$ cat src/tsc_defs.vh
// constants for the three-channel sync compare capture timer
// How it works
// - 8-bit sync select register, zero on reset/standby
// - bit n makes channel n synchronous
// - sync bits 7..3 read zero, write zero
// - write to a synced counter presets all synced counters together
// - counters and general registers: whole-word access only
// - 8-bit registers accept byte or word access
// - buffered compare match copies buffer into register
// - buffered capture shifts old value into buffer
// - channel 1 and 2 cascade to 32 bits
// - PWM output, any duty, levels from IO control
// - phase counting on channels 1 and 2
// - start bit set means counter runs
// - wrap to zero sets overflow, keeps counting
// - overflow flag with enable raises interrupt
// - period match sets flag, clears counter, interrupts if enabled
// - match drives pin low/high/toggle, initial level before
// - match to current level leaves pin unchanged
// - capture counter on selected pin edge
// - channels 0,1 capture on other channel events
// - counters reset to zero on reset/standby
// - general registers reset to all ones
// - stopping counter holds the compare output level
`ifndef TSC_DEFS_VH
`define TSC_DEFS_VH
`define TSC_CH_GLOBAL 2'h3
`define TSC_GLB_WORD 4'h0
`define TSC_WD_CTRL 4'h0
`define TSC_WD_IO 4'h1
`define TSC_WD_IRQ 4'h2
`define TSC_WD_CNT 4'h3
`define TSC_WD_GRA 4'h4
`define TSC_WD_GRB 4'h5
`define TSC_WD_GRC 4'h6
`define TSC_WD_GRD 4'h7
`define TSC_CTRL_CKS 2:0
`define TSC_CTRL_EDGE 4:3
`define TSC_CTRL_CLR 7:5
`define TSC_MODE_PWM 0
`define TSC_MODE_PHASE 1
`define TSC_MODE_BUFA 4
`define TSC_MODE_BUFB 5
`define TSC_IO_CAP 3
`define TSC_IO_INIT 2
`define TSC_IO_ALT 2
`define TSC_IO_ACT 1:0
`define TSC_CLR_GRA 3'h1
`define TSC_CLR_GRB 3'h2
`define TSC_CLR_SYNC 3'h3
`define TSC_CLR_GRC 3'h5
`define TSC_CLR_GRD 3'h6
`define TSC_CKS_EXTA 3'h4
`define TSC_CKS_EXTB 3'h5
`define TSC_CKS_EXTC 3'h6
`define TSC_CKS_CASC 3'h7
`define TSC_EDGE_RISE 2'h0
`define TSC_EDGE_FALL 2'h1
`define TSC_ACT_LOW 2'h1
`define TSC_ACT_HIGH 2'h2
`define TSC_ACT_TOG 2'h3
`define TSC_ACT_OFF 2'h0
`define TSC_ST_OVF 4
`define TSC_ST_UNF 5
`define TSC_SYNC_RST 3'h0
`define TSC_START_RST 3'h0
`define TSC_CNT_RST 16'h0000
`define TSC_CNT_MAX 16'hFFFF
`define TSC_GR_RST 16'hFFFF
`endif

$ cat src/tsc_gr_unit.v
// one general register: compare match, capture and buffer load
`timescale 1ns/100ps
`include "tsc_defs.vh"
module tsc_gr_unit (
  input wire core_clk,
  input wire sys_rst,
  input wire en,
  input wire [3:0] io,
  input wire [15:0] cnt,
  input wire tick,
  input wire pin_sync,
  input wire alt_trig,
  input wire wr_en,
  input wire [15:0] wr_val,
  input wire ld_en,
  input wire [15:0] ld_val,
  output wire [15:0] gr_val,
  output wire match,
  output wire capt
);
  reg [15:0] gr_r;
  reg prev_r;
  reg edge_hit;
  wire rise = pin_sync & ~prev_r;
  wire fall = ~pin_sync & prev_r;

  // edge select for capture
  always @* begin
    case (io[`TSC_IO_ACT])
      `TSC_EDGE_RISE: edge_hit = rise;
      `TSC_EDGE_FALL: edge_hit = fall;
      default: edge_hit = rise | fall;
    endcase
  end

  assign capt = en & io[`TSC_IO_CAP] & (io[`TSC_IO_ALT] ? alt_trig : edge_hit);
  assign match = en & ~io[`TSC_IO_CAP] & tick & (cnt == gr_r);
  assign gr_val = gr_r;

  always @(posedge core_clk) begin
    if (sys_rst) begin
      gr_r <= `TSC_GR_RST;
      prev_r <= 1'b0;
    end else begin
      prev_r <= pin_sync;
      if (capt) begin
        gr_r <= cnt;
      end else if (ld_en) begin
        gr_r <= ld_val;
      end else if (wr_en) begin
        gr_r <= wr_val;
      end
    end
  end
endmodule

$ cat src/tsc_timer_top.v
// three-channel timer: bus registers, counters, sync, pins
`timescale 1ns/100ps
`include "tsc_defs.vh"
module tsc_timer_top (
  input wire core_clk,
  input wire sys_rst,
  input wire standby,
  input wire [6:0] bus_addr,
  input wire bus_wr,
  input wire bus_rd,
  input wire [1:0] bus_be,
  input wire [15:0] bus_wdata,
  output wire [15:0] bus_rdata,
  input wire [3:0] external_clock_pin,
  input wire [7:0] cc_pin_in,
  output wire [7:0] cc_pin_out,
  output wire [7:0] cc_pin_oe,
  output wire [2:0] irq
);
  wire rst_i = sys_rst | standby;
  wire [1:0] a_ch = bus_addr[6:5];
  wire [3:0] a_wd = bus_addr[4:1];
  wire wr_hi = bus_wr & bus_be[1];
  wire wr_lo = bus_wr & bus_be[0];
  wire wr_w = bus_wr & (&bus_be);
  wire glb = (a_ch == `TSC_CH_GLOBAL) & (a_wd == `TSC_GLB_WORD);

  reg [2:0] channel_sync_select;
  reg [2:0] counter_start_reg;
  reg [5:0] pre_r;
  reg [3:0] ext_s1_r, ext_s2_r, ext_s3_r;
  reg [7:0] cc_s1_r, cc_s2_r;
  reg [15:0] rdata_r;
  reg [15:0] rd_val;
  reg [2:0] gi;

  wire [23:0] ctrl_all, mode_all;
  wire [47:0] io_all;
  wire [17:0] ien_all, stat_all;
  wire [47:0] cnt_all;
  wire [127:0] gr_all;
  wire [7:0] match, capt;
  wire [11:0] ev_all;
  wire [2:0] tick_all, ovf_raw, unf_raw, syn_src, wr_cnt, io_wr;

  // global start and sync select, 8-bit registers on one word
  always @(posedge core_clk) begin
    if (rst_i) begin
      counter_start_reg <= `TSC_START_RST;
      channel_sync_select <= `TSC_SYNC_RST;
    end else begin
      if (glb & wr_hi) begin
        counter_start_reg <= bus_wdata[10:8];
      end
      if (glb & wr_lo) begin
        channel_sync_select <= bus_wdata[2:0];
      end
    end
  end

  // prescaler and input synchronisers
  always @(posedge core_clk) begin
    if (rst_i) begin
      pre_r <= 6'h00;
      ext_s1_r <= 4'h0;
      ext_s2_r <= 4'h0;
      ext_s3_r <= 4'h0;
      cc_s1_r <= 8'h00;
      cc_s2_r <= 8'h00;
    end else begin
      pre_r <= pre_r + 6'h01;
      ext_s1_r <= external_clock_pin;
      ext_s2_r <= ext_s1_r;
      ext_s3_r <= ext_s2_r;
      cc_s1_r <= cc_pin_in;
      cc_s2_r <= cc_s1_r;
    end
  end

  wire [3:0] div_t = {&pre_r, &pre_r[3:0], &pre_r[1:0], 1'b1};
  wire [3:0] ext_rise = ext_s2_r & ~ext_s3_r;
  wire [3:0] ext_fall = ~ext_s2_r & ext_s3_r;
  wire preset_any = |(wr_cnt & channel_sync_select);
  wire sync_any = |syn_src;

  assign ev_all[3:0] = match[3:0] | capt[3:0];
  assign ev_all[7:4] = {2'h0, match[5:4] | capt[5:4]};
  assign ev_all[11:8] = {2'h0, match[7:6] | capt[7:6]};

  genvar c, g;
  generate
    for (c = 0; c < 3; c = c + 1) begin : gen_ch
      localparam [1:0] CH = c;
      localparam PA = (c == 2) ? 2 : 0;
      reg [7:0] ctrl_r, mode_r;
      reg [15:0] io_r;
      reg [5:0] ien_r, stat_r;
      reg [15:0] cnt_r;
      reg io_wr_r, irq_r;
      reg src_t, clr_own;
      wire sel = (a_ch == CH);
      wire [2:0] cks = ctrl_r[`TSC_CTRL_CKS];
      wire [1:0] edg = ctrl_r[`TSC_CTRL_EDGE];
      wire [3:0] ext_ev = edg[1] ? (ext_rise | ext_fall) :
                          (edg[0] ? ext_fall : ext_rise);
      wire ph_en = (c != 0) & mode_r[`TSC_MODE_PHASE];
      wire ph_step = (ext_s2_r[PA] ^ ext_s3_r[PA]) | (ext_s2_r[PA+1] ^ ext_s3_r[PA+1]);
      wire ph_up = ext_s3_r[PA] ^ ext_s2_r[PA+1];
      wire casc = (c == 1) & (cks == `TSC_CKS_CASC);
      wire tick = counter_start_reg[c] & (ph_en ? ph_step : src_t);
      wire up = ph_en ? ph_up : (casc ? ~unf_raw[2] : 1'b1);
      wire [3:0] ev = ev_all[4*c +: 4];
      wire clr = clr_own | ((ctrl_r[`TSC_CTRL_CLR] == `TSC_CLR_SYNC) &
                 channel_sync_select[c] & sync_any);
      wire ld = wr_cnt[c] | (channel_sync_select[c] & preset_any);
      wire ovf = ovf_raw[c] & ~clr & ~ld;
      wire unf = unf_raw[c] & ~clr & ~ld;
      wire st_clr_wr = sel & (a_wd == `TSC_WD_IRQ) & wr_lo;
      wire [5:0] st_keep = st_clr_wr ? bus_wdata[5:0] : 6'h3F;
      wire [5:0] st_set = {unf, ovf, ev};

      always @* begin
        case (cks)
          3'h0, 3'h1, 3'h2, 3'h3: src_t = div_t[cks[1:0]];
          `TSC_CKS_EXTA: src_t = ext_ev[0];
          `TSC_CKS_EXTB: src_t = ext_ev[1];
          `TSC_CKS_EXTC: src_t = ext_ev[2];
          `TSC_CKS_CASC: src_t = (c == 1) ? (ovf_raw[2] | unf_raw[2]) : ext_ev[3];
          default: src_t = 1'b0;
        endcase
      end

      always @* begin
        case (ctrl_r[`TSC_CTRL_CLR])
          `TSC_CLR_GRA: clr_own = ev[0];
          `TSC_CLR_GRB: clr_own = ev[1];
          `TSC_CLR_GRC: clr_own = ev[2];
          `TSC_CLR_GRD: clr_own = ev[3];
          default: clr_own = 1'b0;
        endcase
      end

      assign tick_all[c] = tick;
      assign ovf_raw[c] = tick & up & (cnt_r == `TSC_CNT_MAX);
      assign unf_raw[c] = tick & ~up & (cnt_r == `TSC_CNT_RST);
      assign syn_src[c] = clr_own & channel_sync_select[c];
      assign wr_cnt[c] = sel & (a_wd == `TSC_WD_CNT) & wr_w;
      assign io_wr[c] = io_wr_r;
      assign ctrl_all[8*c +: 8] = ctrl_r;
      assign mode_all[8*c +: 8] = mode_r;
      assign io_all[16*c +: 16] = io_r;
      assign ien_all[6*c +: 6] = ien_r;
      assign stat_all[6*c +: 6] = stat_r;
      assign cnt_all[16*c +: 16] = cnt_r;
      assign irq[c] = irq_r;

      always @(posedge core_clk) begin
        if (rst_i) begin
          ctrl_r <= 8'h00;
          mode_r <= 8'h00;
          io_r <= 16'h0000;
          ien_r <= 6'h00;
          stat_r <= 6'h00;
          cnt_r <= `TSC_CNT_RST;
          io_wr_r <= 1'b0;
          irq_r <= 1'b0;
        end else begin
          if (sel & (a_wd == `TSC_WD_CTRL) & wr_hi) begin
            ctrl_r <= bus_wdata[15:8];
          end
          if (sel & (a_wd == `TSC_WD_CTRL) & wr_lo) begin
            mode_r <= bus_wdata[7:0];
          end
          if (sel & (a_wd == `TSC_WD_IO) & wr_hi) begin
            io_r[15:8] <= bus_wdata[15:8];
          end
          if ((c == 0) & sel & (a_wd == `TSC_WD_IO) & wr_lo) begin
            io_r[7:0] <= bus_wdata[7:0];
          end
          if (sel & (a_wd == `TSC_WD_IRQ) & wr_hi) begin
            ien_r <= bus_wdata[13:8];
          end
          io_wr_r <= sel & (a_wd == `TSC_WD_IO) & (wr_hi | wr_lo);
          // hardware set wins over a zero write
          stat_r <= (stat_r & st_keep) | st_set;
          irq_r <= |(stat_r & ien_r);
          if (ld) begin
            cnt_r <= bus_wdata;
          end else if (clr) begin
            cnt_r <= `TSC_CNT_RST;
          end else if (tick) begin
            cnt_r <= up ? cnt_r + 16'h0001 : cnt_r - 16'h0001;
          end
        end
      end
    end

    for (g = 0; g < 8; g = g + 1) begin : gen_gr
      localparam GC = (g < 4) ? 0 : ((g < 6) ? 1 : 2);
      localparam GL = (g < 4) ? g : ((g - 4) % 2);
      localparam IOB = (g == 2) ? 0 : (g == 3) ? 4 :
                       (16 * GC + 8 + 4 * GL);
      localparam GQ = (g < 4) ? (g ^ 2) : g;
      localparam GP = (g % 2 == 0) ? g + 1 : g;
      localparam PIOB = (g == 2) ? 4 : (16 * GC + 12);
      localparam [3:0] WD = 4 + GL;
      wire [3:0] io = io_all[IOB +: 4];
      wire [3:0] pio = io_all[PIOB +: 4];
      wire pwm = mode_all[8 * GC + `TSC_MODE_PWM];
      wire bufm = mode_all[(g % 2 == 0) ? `TSC_MODE_BUFA : `TSC_MODE_BUFB];
      wire en = (g == 2 || g == 3) ? ~bufm : 1'b1;
      wire ld_en = (g < 2) ? (bufm & match[g]) : (g < 4) ? (bufm & capt[GQ]) : 1'b0;
      wire alt = (GC == 0) ? tick_all[1] : ((GC == 1) ? match[0] : 1'b0);
      wire odd = (g % 2 == 1);
      wire m_own = match[g];
      wire m_par = match[GP];
      reg lvl_r, oe_r;
      wire [15:0] gr_v;

      tsc_gr_unit u_gr (
        .core_clk(core_clk),
        .sys_rst(rst_i),
        .en(en),
        .io(io),
        .cnt(cnt_all[16*GC +: 16]),
        .tick(tick_all[GC]),
        .pin_sync(cc_s2_r[g]),
        .alt_trig(alt),
        .wr_en((a_ch == GC) & (a_wd == WD) & wr_w),
        .wr_val(bus_wdata),
        .ld_en(ld_en),
        .ld_val(gr_all[16*GQ +: 16]),
        .gr_val(gr_v),
        .match(match[g]),
        .capt(capt[g])
      );
      assign gr_all[16*g +: 16] = gr_v;
      assign cc_pin_out[g] = lvl_r;
      assign cc_pin_oe[g] = oe_r;

      always @(posedge core_clk) begin
        if (rst_i) begin
          lvl_r <= 1'b0;
          oe_r <= 1'b0;
        end else begin
          oe_r <= en & ~io[`TSC_IO_CAP] & (io[`TSC_IO_ACT] != `TSC_ACT_OFF) & ~(pwm & odd);
          if (io_wr[GC] & ~counter_start_reg[GC]) begin
            lvl_r <= io[`TSC_IO_INIT];
          end else if (pwm & ~odd & m_own & m_par) begin
            lvl_r <= lvl_r;
          end else if (m_own & ~(pwm & odd)) begin
            lvl_r <= act(lvl_r, io[`TSC_IO_ACT]);
          end else if (pwm & ~odd & m_par) begin
            lvl_r <= act(lvl_r, pio[`TSC_IO_ACT]);
          end
        end
      end
    end
  endgenerate

  // level after a compare match
  function act;
    input lvl;
    input [1:0] code;
    begin
      case (code)
        `TSC_ACT_LOW: act = 1'b0;
        `TSC_ACT_HIGH: act = 1'b1;
        `TSC_ACT_TOG: act = ~lvl;
        default: act = lvl;
      endcase
    end
  endfunction

  // read mux
  always @* begin
    rd_val = 16'h0000;
    gi = 3'h0;
    case (a_ch)
      2'h0: gi = a_wd[2:0] - 3'h4;
      2'h1: gi = a_wd[2:0];
      default: gi = a_wd[2:0] + 3'h2;
    endcase
    if (glb) begin
      rd_val = {5'h00, counter_start_reg, 5'h00, channel_sync_select};
    end else if (a_ch != `TSC_CH_GLOBAL) begin
      case (a_wd)
        `TSC_WD_CTRL: rd_val = {ctrl_all[{a_ch, 3'h0} +: 8], mode_all[{a_ch, 3'h0} +: 8]};
        `TSC_WD_IO: rd_val = io_all[{a_ch, 4'h0} +: 16];
        `TSC_WD_IRQ: rd_val = {2'h0, ien_all[6*a_ch +: 6], 2'h0, stat_all[6*a_ch +: 6]};
        `TSC_WD_CNT: rd_val = cnt_all[{a_ch, 4'h0} +: 16];
        `TSC_WD_GRA, `TSC_WD_GRB: rd_val = gr_all[{gi, 4'h0} +: 16];
        `TSC_WD_GRC, `TSC_WD_GRD: rd_val = (a_ch == 2'h0) ? gr_all[{gi, 4'h0} +: 16] : 16'h0000;
        default: rd_val = 16'h0000;
      endcase
    end
  end

  always @(posedge core_clk) begin
    if (rst_i) begin
      rdata_r <= 16'h0000;
    end else if (bus_rd) begin
      rdata_r <= rd_val;
    end
  end
  assign bus_rdata = rdata_r;
endmodule

$ cat config.mk
export PLATFORM = sky130hd
export DESIGN_NAME = tsc_timer_top
export DESIGN_NICKNAME = d
export VERILOG_FILES = /design/src/tsc_gr_unit.v /design/src/tsc_timer_top.v
export VERILOG_INCLUDE_DIRS = /design/src /design/src/src
export SDC_FILE = /design/constraint.sdc
export NUM_CORES = 1
export LEC_CHECK = 0
export BUFFER_PORTS_ARGS = -buffer_cell sky130_fd_sc_hd__buf_2
export CELL_PAD_IN_SITES_DETAIL_PLACEMENT = 1
export CELL_PAD_IN_SITES_GLOBAL_PLACEMENT = 2
export CORE_ASPECT_RATIO = 0.75
export CORE_MARGIN = 4
export CORE_UTILIZATION = 38
export CTS_CLUSTER_DIAMETER = 50
export DETAILED_ROUTE_END_ITERATION = 10
export HOLD_SLACK_MARGIN = 0.03
export PLACE_DENSITY_LB_ADDON = 0.1
export SLEW_MARGIN = 25
export SYNTH_ARGS = -nofsm -noshare
export SYNTH_HDL_FRONTEND = slang
export SYNTH_SLANG_ARGS = --single-unit
$ cat constraint.sdc
create_clock -name core_clk -period 6 [get_ports core_clk]
set_clock_uncertainty 0.15 [all_clocks]
set_input_delay 0.3 -clock core_clk [delete_from_list [all_inputs] [get_ports core_clk]]
set_output_delay 0.3 -clock core_clk [all_outputs]
set_load 0.005 [all_outputs]
==> metrics.cfg <==
[timing]
hold_viol=0
slew_headroom=0.110
tns_ns=0
post-route-period-util=0.838
worst_pin_slew_ns=1.33
fin_crit_ns=5.03
setup_viol_count_final=0
drv_slew=0
rsz0062_at_grt=false
fmax_mhz=199
holdWs_ns=0.0969

[status]
outcome=completed

[cells_and_area]
drive_above_1_share=0.114
nNetsFinal=3018
area_growth_pct=12.6
stdcell_area_mm2=0.0263
largest_reg_flops=128
fin_util=0.434

[logic_synthesis]
synth_area_leader_cell=dfxtp_1
ys.flop_type=dfxtp_1
synthArstFlopShare=0
synth_commonest_cells=469 x nand2_1, 378 x dfxtp_1, 283 x o21ai_0
netlist_top_cells_area=dfxtp_1 32%, mux2i_1 7.8%, nand2_1 7.5%, o21ai_0 6.1%, clkbuf_1 3.6%
avgSynthCellArea_um2=7.89
seq_area_frac_synth=0.324
synth_nets=3065
ys_ff_latch=378
synthDominantCellAreaShare=0.324
yosysUniqueCellTypes=87
mappedNetlistArea_mm2=0.0233
synth.most_common_cell=nand2_1
yosysWarningCount=0
netlist_instances=2960
synth_edf_count=0

[pwr]
switchingPower_mw=1.61
comb_power_share=0.058
intPower_mw=4.56
p_seq_frac=0.409
clock_power_share=0.533
sw_frac_of_total=0.261
max-vdd-ir-drop_v=0.000181
pwr_density_cell_mw_per_mm2=235
p_leak_nw=10.5

[worst_setup_path]
required_ns=6.39
cp_max_fo=10
crit_chain=nor4_1, and4_1, nand4bb_1, o31ai_4, ha_1, a211oi_1, o21ai_0, o211a_1, a211o_1, a41oi_1, o21ai_0, xnor2_1, o21ai_0, o21ai_0, o211a_1
crit_arrival_ns=5.42
path_class=reg -> reg
slowest_stage=o31ai_4
max_stage_delay_ns=0.80
setup.worst_path.end_class=flop
setup.worst_path.start_class=flop
cp_common_cell=o21ai_0

[place]
dp_hpwl_um=75900
port_buffers=75
place.gp.congestion=0.931
dpl_cell_area_mm2=0.0243

[flow_run]
cap_violations=0

[clock_tree]
insertion_delay_ns=0.62
clock_sinks=378
postCtsHoldBufs=16
cts_tree=yes
clock_tree.htree_level_count=2
cts_resized=0
cts_setup_buffers=0
clockBufferDepth=3
numCtsBuffers=51
path_clk_slew_ns=0.06
root_buffer=clkbuf_16

[routing]
drc=0
drt-wirelength-per-cell_um=29.0
ant_nets=0
drtIter0Drc=2535
wl_um=109000
vias=23445
via_per_inst=6.24
firstDrtPassIters=7

[global_routing]
grt.overflow.total=0
grt_use_total=0.322
antenna_found_initial=6
grt_max_degree=90
grt_pass1_vias=22750
grt_pass1_wl_um=159000

[min_path]
hold_path_class=in -> reg

[die]
fp.dieH_um=223
rows=78
core_region_area_mm2=0.0606
ioPinCount=77
initial_utilization=0.385
dieArea_mm2=0.0655
die_w_um=294

==> placed cells by master (no fill, tap or decap), types with 15 or more instances in the layout <==
cell type / instances
nand2_1: 469
o21ai_0: 283
clkbuf_16: 53
nor2_1: 200
a31oi_1: 19
a211oi_1: 32
o22ai_1: 17
mux2i_1: 181
mux4_2: 34
nand4_1: 24
o211ai_1: 37
nand3_1: 150
dfxtp_1: 378
and2_1: 37
nor3_1: 39
inv_1: 62
xnor2_1: 74
a22oi_1: 31
nor4_1: 32
buf_2: 75
a21oi_1: 150
ha_1: 61
o211a_1: 36
o31ai_1: 15
nor2b_1: 18
buf_4: 82
xor2_1: 90
dlygate4sd3_1: 16
==> area by class of cell <==
| type | instances | area, um2 |
|---|---|---|
| Multi-Input combinational cell | 2244 | 14500 |
| Clock inverter | 27 | 350 |
| Inverter | 63 | 236 |
| Fill cell | 7204 | 34300 |
| Tap cell | 800 | 1000 |
| Timing Repair Buffer | 175 | 1190 |
| Antenna cell | 2 | 5.00 |
| Clock buffer | 66 | 1430 |
| Sequential cell | 378 | 7570 |
==> kinds of logic after synthesis <==
kind of cell | after synthesis | share of synthesized area
AND/OR/NAND/NOR | 1052 | 0.203
XOR/XNOR | 166 | 0.0623
flip-flops | 378 | 0.324
buffers and inverters | 338 | 0.0593
multiplexers | 222 | 0.114
AO/OA/AOI/OAI | 741 | 0.204
adder cells (fa/ha/maj) | 63 | 0.0344
==> metal layers <==
metal,routed length (um),global-route usage,up-vias
li1,-,-,10392
met4,2480,0.0736,4
met1,50900,0.484,11927
met5,26,0,-
met3,9850,0.0603,147
met2,45800,0.475,975
==> metrics by stage <==
stage	std cells	total power [mW]	setup slack [ns]
2_1_floorplan	2960	2.77	1.29
3_5_place_dp	3643	2.92	1.10
5_1_grt	3753	6.33	0.763
6_report	3755	6.17	0.971
4_1_cts	3752	6.20	1.04
3_3_place_gp	3643	2.91	1.16
==> path summary, 6_finish.rpt <==
path                                    startpoint             endpoint  slack [ns]  cells past startpoint
worst min-delay path                     bus_be[0]    gen_ch[2].io_wr_r         0.1                      3
worst max-delay path            gen_ch[2].cnt_r[0]  gen_ch[1].cnt_r[15]        0.97                     15
worst min register to register          cc_s1_r[1]           cc_s2_r[1]        0.28                      1
worst max register to register  gen_ch[2].cnt_r[0]  gen_ch[1].cnt_r[15]        0.97                     15
==> power by group through the flow <==
stage	Combinational [mW]	Sequential, mW	Clock [mW]
floorplan	0.193	2.58	0
global route	0.371	2.52	3.43
finish	0.358	2.52	3.29
detailed placement	0.339	2.58	0
global placement	0.333	2.58	0
CTS	0.348	2.52	3.33
==> worst max-delay path: cells and delay by family (launching register included) <==
family / cells / cell delay, ns
fa+ha+maj: 1 / 0.39
flops: 1 / 0.49
simple gates: 3 / 1.05
compound gates: 10 / 2.68
xor+xnor: 1 / 0.17
Power figures use the tool's default switching activity.
